===== config.mk =====
export PLATFORM = sky130hd
export DESIGN_NAME = power_mode_controller
export DESIGN_NICKNAME = d
export VERILOG_FILES = /design/src/hdl/pmc_pkg.sv /design/src/hdl/power_mode_controller.sv
export SDC_FILE = /design/constraint.sdc
export NUM_CORES = 1
export LEC_CHECK = 0
export BUFFER_PORTS_ARGS = -buffer_cell sky130_fd_sc_hd__buf_2
export CAP_MARGIN = 30
export CORE_MARGIN = 1
export CORE_UTILIZATION = 46
export DETAILED_ROUTE_END_ITERATION = 7
export GPL_TIMING_DRIVEN = 0
export HOLD_SLACK_MARGIN = 0.05
export PLACE_DENSITY_LB_ADDON = 0.25
export SLEW_MARGIN = 20
export SYNTH_ARGS = -nofsm -noshare
export SYNTH_HDL_FRONTEND = slang
export SYNTH_SLANG_ARGS = --single-unit

===== constraint.sdc =====
create_clock -name clock -period 2.3 [get_ports clock]
set_clock_uncertainty 0.1 [all_clocks]
set_input_delay 0.115 -clock clock [delete_from_list [all_inputs] [get_ports clock]]
set_output_delay 0.115 -clock clock [all_outputs]
set_load 0.05 [all_outputs]

===== src/hdl/pmc_pkg.sv =====
// Package of constants and types for the power mode controller.
// Assumes a single system clock domain; the core writes byte-wide control registers.
package pmc_pkg;

  // ==========================================================================
  // Register field positions
  localparam int PWR_IDLE_BIT    = 0;
  localparam int PWR_STOP_BIT    = 1;
  localparam int OSC_SUSPEND_BIT = 5;
  localparam int REG_W           = 8;

  // ==========================================================================
  // Reset values and vectors
  localparam logic [7:0]  GP_FLAGS_RST  = 8'h00;
  localparam logic [15:0] RESET_VECTOR  = 16'h0000;

  // ==========================================================================
  // Timing
  localparam int CLOCK_MHZ        = 100;
  localparam int RESET_HOLD_NS    = 100;
  localparam int RESET_HOLD_CYC   = (RESET_HOLD_NS * CLOCK_MHZ + 999) / 1000;

  // ==========================================================================
  // Power states
  typedef enum logic [2:0] {
    ST_RUN,
    ST_IDLE_PEND,
    ST_STOP_PEND,
    ST_SUSP_PEND,
    ST_IDLE,
    ST_STOP,
    ST_SUSPEND
  } pwr_state_t;

endpackage : pmc_pkg


===== src/hdl/power_mode_controller.sv =====
// Power mode controller: idle, stop and suspend entry and exit for a small core.
// Assumes the core writes control bytes on one clock, reports instruction
// retirement, and honours cpu_clk_en, osc_run and a reset request.
// How it works
// - Three low-power states selected by software
// - Idle bit halts CPU after instruction
// - Idle keeps registers and memory intact
// - Peripheral clocks keep running during idle
// - Enabled interrupt or reset ends idle
// - Interrupt wake clears idle, CPU resumes
// - After return, continue after idle instruction
// - Reset exit restarts fetch at zero
// - Watchdog expiry in idle forces reset
// - Stop halts CPU and internal oscillator
// - Suspend wakes on match, comparator, timer
// - Analog peripherals disable individually
// - Stop bit enters stop; only reset exits
// - Idle and stop bits read zero
// - Suspend wake resumes after setting instruction
`timescale 1ns/1ps
`default_nettype none

module power_mode_controller #(
  parameter int ANALOG_N = 4
) (
  input  wire logic                       clock,
  input  wire logic                       rst_n,
  input  wire logic                       ext_reset,
  input  wire logic                       pwr_wr,
  input  wire logic [pmc_pkg::REG_W-1:0]  pwr_wdata,
  input  wire logic                       osc_wr,
  input  wire logic [pmc_pkg::REG_W-1:0]  osc_wdata,
  input  wire logic                       instr_retire,
  input  wire logic                       irq_enabled_pending,
  input  wire logic                       watchdog_enable,
  input  wire logic                       watchdog_expire,
  input  wire logic                       missing_clk_enable,
  input  wire logic                       missing_clk_fault,
  input  wire logic                       port_match,
  input  wire logic                       comparator_low,
  input  wire logic                       timer3_overflow,
  input  wire logic [ANALOG_N-1:0]        analog_disable,
  output logic [pmc_pkg::REG_W-1:0]       power_control_rd,
  output logic [pmc_pkg::REG_W-1:0]       oscillator_control_rd,
  output logic                            cpu_clk_en,
  output logic                            periph_clk_en,
  output logic                            int_osc_run,
  output logic                            timers_run,
  output logic                            int_reset_req,
  output logic [15:0]                     fetch_vector,
  output logic                            vector_load,
  output logic                            resume_pulse,
  output logic [ANALOG_N-1:0]             analog_enable
);
  import pmc_pkg::*;

  // ==========================================================================
  // Limitations
  // The watchdog and missing clock detector inputs are taken as synchronous
  // to clock. An expiry that arrives while its source is disabled is dropped,
  // not remembered, so software can leave the core in idle for good.
  // The core must honour cpu_clk_en from the cycle after retirement; this
  // block only gates clocks and never touches the core's own storage.

  // ==========================================================================
  // State and register storage
  pwr_state_t          state_ff;
  pwr_state_t          nxt_state;
  logic [REG_W-1:0]    gp_flags_ff;
  logic [REG_W-1:0]    osc_ctrl_ff;
  logic                cpu_clk_en_ff;
  logic                periph_clk_en_ff;
  logic                int_osc_run_ff;
  logic                timers_run_ff;
  logic                int_reset_req_ff;
  logic                vector_load_ff;
  logic                resume_pulse_ff;
  logic [ANALOG_N-1:0] analog_enable_ff;
  logic [2:0]          ext_sync_ff;
  logic [2:0]          port_sync_ff;
  logic [2:0]          cmp_sync_ff;
  logic [2:0]          t3_sync_ff;
  logic                ext_level_ff;
  logic                port_level_ff;
  logic                cmp_level_ff;
  logic                t3_level_ff;
  logic                t3_prev_ff;

  // ==========================================================================
  // Pin synchronisers: a level changes once stages two and three agree.
  function automatic logic filt(input logic [2:0] s, input logic cur);
    filt = (s[1] == s[2]) ? s[2] : cur;
  endfunction

  wire ext_level_nxt  = filt(ext_sync_ff, ext_level_ff);
  wire port_level_nxt = filt(port_sync_ff, port_level_ff);
  wire cmp_level_nxt  = filt(cmp_sync_ff, cmp_level_ff);
  wire t3_level_nxt   = filt(t3_sync_ff, t3_level_ff);

  // ==========================================================================
  // Request decode
  wire idle_req    = pwr_wr && pwr_wdata[PWR_IDLE_BIT];
  wire stop_req    = pwr_wr && pwr_wdata[PWR_STOP_BIT];
  wire susp_req    = osc_wr && osc_wdata[OSC_SUSPEND_BIT];
  // Port match and comparator wakes are levels: a source that is still
  // active when suspend is entered wakes the core at once. A timer overflow
  // is taken on its rising edge, so one that came before entry is no wake.
  wire t3_edge     = t3_level_ff && !t3_prev_ff;
  wire susp_wake   = port_level_ff || cmp_level_ff || t3_edge;
  wire wd_reset    = watchdog_enable && watchdog_expire;
  wire mcd_reset   = missing_clk_enable && missing_clk_fault;
  wire any_reset   = ext_level_ff || wd_reset || mcd_reset;

  // ==========================================================================
  // Next-state logic
  // Run is the only state that accepts a mode write. A write moves to one of
  // the pending states, which wait for the core to retire the writing
  // instruction; only then is the halted state entered, so the setting
  // instruction always completes. Stop is left only by a reset; idle leaves
  // on an enabled interrupt and suspend on a wake source.
  // Writes that arrive while pending or halted still update the stored
  // flags but are not taken as new mode requests.
  always_comb begin
    nxt_state = state_ff;
    unique case (state_ff)
      ST_RUN: begin
        // The write registers as a request; entry waits for retirement.
        if (stop_req) begin
          nxt_state = ST_STOP_PEND;
        end else if (susp_req) begin
          nxt_state = ST_SUSP_PEND;
        end else if (idle_req) begin
          nxt_state = ST_IDLE_PEND;
        end
      end
      ST_IDLE_PEND: begin
        if (instr_retire) begin
          nxt_state = ST_IDLE;
        end
      end
      ST_STOP_PEND: begin
        if (instr_retire) begin
          nxt_state = ST_STOP;
        end
      end
      ST_SUSP_PEND: begin
        if (instr_retire) begin
          nxt_state = ST_SUSPEND;
        end
      end
      ST_IDLE: begin
        if (irq_enabled_pending) begin
          nxt_state = ST_RUN;
        end
      end
      ST_STOP: begin
        nxt_state = ST_STOP;
      end
      ST_SUSPEND: begin
        if (susp_wake) begin
          nxt_state = ST_RUN;
        end
      end
    endcase
    // Any reset overrides every state and returns the core to run.
    if (any_reset) begin
      nxt_state = ST_RUN;
    end
  end

  // ==========================================================================
  // State classification
  function automatic logic cpu_halted(input pwr_state_t s);
    cpu_halted = (s == ST_IDLE) || (s == ST_STOP) || (s == ST_SUSPEND);
  endfunction

  function automatic logic osc_stopped(input pwr_state_t s);
    osc_stopped = (s == ST_STOP) || (s == ST_SUSPEND);
  endfunction

  wire halted       = cpu_halted(nxt_state);
  wire osc_off      = osc_stopped(nxt_state);
  // A reset is not a wake: resume_pulse stays low when a reset ends idle or
  // suspend, because the core restarts from the reset vector instead.
  wire waking       = ((state_ff == ST_IDLE) || (state_ff == ST_SUSPEND)) && (nxt_state == ST_RUN) && !any_reset;
  wire susp_clear   = waking && (state_ff == ST_SUSPEND);
  // A wake clears the suspend bit; if the core writes the oscillator byte in
  // that same cycle, the hardware clear wins.
  wire [REG_W-1:0] osc_nxt = susp_clear ? (osc_ctrl_ff & ~(8'h01 << OSC_SUSPEND_BIT))
                                        : (osc_wr ? osc_wdata : osc_ctrl_ff);
  // The mode-select bits are never stored, so they always read back as zero.
  wire [REG_W-1:0] gp_nxt  = pwr_wr ? {pwr_wdata[REG_W-1:2], 2'b00} : gp_flags_ff;

  // ==========================================================================
  // Synchronisers
  // Three stages per pin. The first may go metastable, so nothing but the
  // second stage reads it. A level only moves once stages two and three
  // agree, which costs four to five cycles from pin to decision; the
  // external reset and the suspend wake sources all see this latency.
  always_ff @(posedge clock) begin
    if (!rst_n) begin
      ext_sync_ff  <= 3'h0;
      port_sync_ff <= 3'h0;
      cmp_sync_ff  <= 3'h0;
      t3_sync_ff   <= 3'h0;
    end else begin
      ext_sync_ff  <= {ext_sync_ff[1:0], ext_reset};
      port_sync_ff <= {port_sync_ff[1:0], port_match};
      cmp_sync_ff  <= {cmp_sync_ff[1:0], comparator_low};
      t3_sync_ff   <= {t3_sync_ff[1:0], timer3_overflow};
    end
  end

  always_ff @(posedge clock) begin
    if (!rst_n) begin
      ext_level_ff  <= 1'b0;
      port_level_ff <= 1'b0;
      cmp_level_ff  <= 1'b0;
      t3_level_ff   <= 1'b0;
      t3_prev_ff    <= 1'b0;
    end else begin
      ext_level_ff  <= ext_level_nxt;
      port_level_ff <= port_level_nxt;
      cmp_level_ff  <= cmp_level_nxt;
      t3_level_ff   <= t3_level_nxt;
      t3_prev_ff    <= t3_level_ff;
    end
  end

  // ==========================================================================
  // State, control registers and outputs
  // Every reset source, not only rst_n, restarts the machine in run and
  // clears both control bytes. The reset itself is what ends stop; the
  // core learns to restart from the reset vector through vector_load.
  always_ff @(posedge clock) begin
    if (!rst_n || any_reset) begin
      state_ff    <= ST_RUN;
      gp_flags_ff <= GP_FLAGS_RST;
      osc_ctrl_ff <= GP_FLAGS_RST;
    end else begin
      state_ff    <= nxt_state;
      gp_flags_ff <= gp_nxt;
      osc_ctrl_ff <= osc_nxt;
    end
  end

  // Halting only gates clocks; no storage is cleared, so contents survive.
  // Idle gates only the CPU clock. Stop and suspend also stop the internal
  // oscillator and the timers; the missing clock detector and the wake pin
  // synchronisers sit outside that gating, so they keep watching.
  always_ff @(posedge clock) begin
    if (!rst_n) begin
      cpu_clk_en_ff    <= 1'b1;
      periph_clk_en_ff <= 1'b1;
      int_osc_run_ff   <= 1'b1;
      timers_run_ff    <= 1'b1;
    end else begin
      cpu_clk_en_ff    <= !halted;
      periph_clk_en_ff <= !osc_off;
      int_osc_run_ff   <= !osc_off;
      timers_run_ff    <= !osc_off;
    end
  end

  always_ff @(posedge clock) begin
    if (!rst_n) begin
      int_reset_req_ff <= 1'b0;
      vector_load_ff   <= 1'b0;
      resume_pulse_ff  <= 1'b0;
      analog_enable_ff <= '0;
    end else begin
      // Only internal causes raise the request; the core sees its own pin.
      int_reset_req_ff <= wd_reset || mcd_reset;
      vector_load_ff   <= any_reset;
      // The core keeps its program counter, so it resumes after the setting
      // instruction and then takes the pending interrupt.
      resume_pulse_ff  <= waking;
      // Each analog block follows its own disable bit; there is no global
      // switch, so software powers down only what it does not need.
      analog_enable_ff <= ~analog_disable;
    end
  end

  // ==========================================================================
  // Outputs
  // Every output below is a flip-flop, apart from the fixed restart address.
  assign power_control_rd      = gp_flags_ff;
  assign oscillator_control_rd = osc_ctrl_ff;
  assign cpu_clk_en            = cpu_clk_en_ff;
  assign periph_clk_en         = periph_clk_en_ff;
  assign int_osc_run           = int_osc_run_ff;
  assign timers_run            = timers_run_ff;
  assign int_reset_req         = int_reset_req_ff;
  assign fetch_vector          = RESET_VECTOR;
  assign vector_load           = vector_load_ff;
  assign resume_pulse          = resume_pulse_ff;
  assign analog_enable         = analog_enable_ff;

endmodule // power_mode_controller

`default_nettype wire

* Word-level counts from Yosys, hierarchy flattened
Index checks and enable logic that the tools add are counted.
** Cells by class
- Reductions and logical operators :: 28
- Bitwise gates (word level) :: 2
- Eq/ne operators :: 13
- Multiplexer cells :: 10
** Operator list (number)
- $mux 3 :: 9
- $pmux 3 s7 :: 1
- $eq 3x3->1 const B :: 6
- $logic_or 1x1->1 :: 10
- $logic_and 1x1->1 :: 9
- $eq 3x2->1 const B :: 2
- $logic_not 3->1 :: 2
- $logic_not 1->1 :: 5
- $eq 1x1->1 :: 4
- $not 4->4 :: 1
- $eq 3x1->1 const B :: 1
- $reduce_and 2->1 :: 1
- $reduce_or 2->1 :: 1
- $not 1->1 :: 1
** Word-level totals
- Register bits :: 43
- Output and inout bits :: 43
- Input bits :: 34

* Depth between registers and ports, before layout
- Depth after elaboration :: 12
- Mapped depth :: 6
- Depth with buffers taken out :: 5

* Worst setup path before layout
Ideal clock, no wire load.
- Kind :: register to register
- From :: register state_ff[0]
- To :: register osc_ctrl_ff[4] (netlist: oscillator_control_rd[4])
- Setup slack :: 631 ps
- Clock period less this slack :: 1669 ps
- Cell stages (with the launch flop) :: 7
- Setup time :: 67 ps
- Data arrival time :: 1501 ps
- Data required time :: 2133 ps
- Path through :: dfxtp_1 -> buf_6 -> or3_1 -> a32oi_2 -> o2111a_4 -> o21ai_1 -> a21oi_2
** Between the ends
- Longest elaborated chain between the ends :: 11
** RTL lines
- start: declaration :: line power_mode_controller.sv:67 : pwr_state_t state_ff;
- start signal: assignment :: line power_mode_controller.sv:241 : state_ff <= nxt_state;
- $mux 3 :: line power_mode_controller.sv:132 : end else if (idle_req) begin
- $mux 3 :: line power_mode_controller.sv:130 : end else if (susp_req) begin
- $mux 3 :: line power_mode_controller.sv:128 : if (stop_req) begin
- $pmux 3 s7 :: line power_mode_controller.sv:125 : unique case (state_ff)
- $mux 3 :: line power_mode_controller.sv:166 : if (any_reset) begin
- $logic_not 3->1 :: line power_mode_controller.sv:185 : wire waking = ((state_ff == ST_IDLE) || (state_ff == ST_SUSPEND)) && (nxt_state == ST_RUN) && !any_reset;
- $logic_and 1x1->1 (2 in series) :: line power_mode_controller.sv:185
- $logic_and 1x1->1 * :: line power_mode_controller.sv:186 : wire susp_clear = waking && (state_ff == ST_SUSPEND);
- $not 1->1 (no line) *
- $reduce_and 2->1 (no line) *
- end signal: assignment :: line power_mode_controller.sv:243 : osc_ctrl_ff <= osc_nxt;
- end: declaration :: line power_mode_controller.sv:70 : logic [REG_W-1:0] osc_ctrl_ff;
Mark *: on every way between the ends. The rest lies on a longest branch, timed or not.
A chain may end at the register's enable or synchronous reset.

* Final worst setup path
- From :: input missing_clk_fault
- To :: register osc_ctrl_ff[3] (netlist: oscillator_control_rd[3])
** Between the ends
- Longest elaborated chain between the ends :: 9
** RTL lines
- start: declaration :: line power_mode_controller.sv:38 : input wire logic missing_clk_fault,
- $logic_and 1x1->1 * :: line power_mode_controller.sv:111 : wire mcd_reset = missing_clk_enable && missing_clk_fault;
- $logic_or 1x1->1 * :: line power_mode_controller.sv:112 : wire any_reset = ext_level_ff || wd_reset || mcd_reset;
- $mux 3 :: line power_mode_controller.sv:166
- $logic_not 3->1 :: line power_mode_controller.sv:185
- $logic_and 1x1->1 (2 in series) :: line power_mode_controller.sv:185
- $logic_and 1x1->1 :: line power_mode_controller.sv:186
- $not 1->1 (no line)
- $reduce_and 2->1 (no line)
Marked as above.

==> run metrics <==
most common cell after layout, fill and taps aside buf_2; Worst Setup Slack, final 0.3347 ns; R2R Setup Slk 0.47 ns; Synth top area share 0.4943; Max-slew headroom 0.5469; initial antenna violation count 0; r2r startpoint state_ff[0]; via count 1552; vias per std cell 4.619; core area 3468 µm²; WL per Instance 10.99 µm; # IOs 77; minimum clock period 1.965 ns; synthesized area 1742 µm²; ANT cells 0; Worst Hold Class in -> reg; Iteration-0 DRC Markers 76; Yosys cell types 34; Initial Utilization 0.5022; Post-synth ARST share 0; dpl hpwl 2416 µm; largest area contributor in the netlist dfxtp_1; All-Layer GR Usage 0.1877; worst slew pin tran 0.6711 ns; drc violations 0; worst hold path endpoint oscillator_control_rd[5]; final wirelength 3694 µm; Post-Route Setup TNS 0 ns; largest net degree at the start of global routing 15; Root Driver clkbuf_8; first-pass GRT wire length 5989 µm; post-route ant nets 0; worst skew pair latency 0.29 ns; Critical path origin missing_clk_fault; Hold Violations, Final 0; worst path required time 2.42 ns; die area 4036 µm²; CP Capture Type flip-flop; Remaining Overflow, GRT 0; Site Rows 21; Leakage 1.199 nW; commonest non-fill, non-tap cells in the layout buf_2 (58), dfxtp_1 (43), dlygate4sd3_1 (25); Chip Height 63.53 µm; outcome complete, no violations; CTS clk-pin slew, worst paths 0.08 ns; RR Endpoint oscillator_control_rd[3]; Tcrit/Tclk final 0.8545; Peak VDD IR 0.0005198 V; Seq cells post-synth 43; crit path DAT 2.08 ns; NumNets Final 323; hold path startpoint osc_wdata[5]; cells after synthesis 183; Slew Viols, Final 0; RSZ-0062 raised after global routing false; hold path depth 3; Inserted Clock Buffers 5; crit-path max FO 10; total power 0.001779 W; Clock Sink Count 43; Worst Reg-to-Reg Cells 6; setup violators final 0; share of layout cells above drive strength 1 0.3310; Pwr per Cell Area 705.8 nW/µm²; Post-synth EDFFs 0; Yosys warning total 0; Max Freq 508.8 MHz; Syn Area/Cell 9.517 µm²; pre-CTS setup slack 0.5165 ns; Synth-to-Final Area Change 44.68%; drt pass-1 iters 4; dominant cells by area after synthesis dfxtp_1 (49%), buf_4 (9.9%), and2_1 (5.4%); register area share after synthesis 0.4943; dpl cells 303; routability cong. 0.8763; die width 63.53 µm; Layout Cells excl Fill 336; Max clock buf depth 2; Filler Cell Count 261; number of port buffers 57; Core Util, Final 0.7266; vias in the first global route 1404; top_reg_cell synth dfxtp_1; cts repair resizes 0; Setup CP Type in -> reg; CTS tree built; Worst Setup Start Kind input pin; max_cap viols 0; CTS H-tree lvls 2
-- stage by stage --
| stage | area [µm²] | hold slack (ns) |
|---|---|---|
| global placement | 2148 | 0.1647 |
| finish | 2520 | 0.06318 |
| CTS | 2520 | 0.05469 |
| detailed placement | 2148 | 0.1743 |
| floorplan | 1805 | 0.08169 |
| global route | 2520 | 0.08176 |
-- logic make-up (layout without fill, tap and decap cells) --
family                 count (synthesis)  count (layout)  share of synthesized area
XOR/XNOR                               1               1                   0.005030
other                                  1              18                   0.002153
AND/OR/NAND/NOR                       61              61                     0.1739
flip-flops                            43              43                     0.4943
multiplexers                           7               7                    0.04023
AO/OA/AOI/OAI                         39              39                     0.1631
buffers and inverters                 31             121                     0.1214
-- synthesized netlist by cell type, types with 2 or more instances --
master	n
o21ai_1	7
dfxtp_1	43
clkbuf_1	3
inv_1	3
nand2_1	11
nand4_1	2
buf_4	23
a211oi_1	4
mux2i_1	7
a22oi_1	2
and2_1	15
o21ai_0	7
a2111oi_2	2
nand3_1	8
nor2_1	17
a21oi_1	10
nor2b_1	2
-- power breakdown --
group	switching [W]	internal, W
sequential	0.0000109	0.000775
combinational	0.000240	0.000136
clock	0.000259	0.000357
-- flip-flops by register name, indices dropped and copies added, names as in the netlist, 3 cells and up --
signal / flops
analog_enable: 4
port_sync_ff: 3
t3_sync_ff: 3
power_control_rd: 6
state_ff: 3
ext_sync_ff: 3
oscillator_control_rd: 8
cmp_sync_ff: 3
-- critical path, stage by stage --
cell	delay, ns
dlygate4sd3_1	0.53
buf_2	0.13
a22oi_1	0.17
nor2b_1	0.40
nand2_1	0.24
clkbuf_1	0.30
a21oi_1	0.21
-- what timing repair did --
action                                  4_1_cts  5_1_grt
hold buffers                                 25        0
setup buffers                                 0        0
endpoints found under the setup margin        0        0
hold endpoints to repair                     27        0
-- metal layers --
metal  wire (µm)  share of wire  track usage
met1        1638           0.44       0.2194
met2        1793           0.49       0.3258
met3         248          0.067      0.06522
met4          13         0.0035      0.04261
met5           0              0            0
-- how the worst max path moves through the flow --
stage                     depth (start not counted)                        to  slack, ns
after global placement                            6  oscillator_control_rd[4]       0.53
after floorplan                                   6  oscillator_control_rd[4]       0.63
final                                             7  oscillator_control_rd[3]       0.33
after global routing                              7  oscillator_control_rd[3]       0.19
after CTS                                         7  oscillator_control_rd[3]       0.40
after detailed placement                          6  oscillator_control_rd[4]       0.52
-- layout make-up --
class                      count  area [µm²]  share of cell area
clock inverter                 2       38.79             0.01539
tap                           46       57.56             0.02284
multi-input combinational    126       733.2              0.2910
clock buffer                   6       82.58             0.03277
sequential                    43       860.8              0.3416
buffer                        28       200.2             0.07944
inverter                       3       11.26            0.004469
timing repair buffer          82       535.5              0.2125
Note: power is estimated with default switching activity, not from simulation.
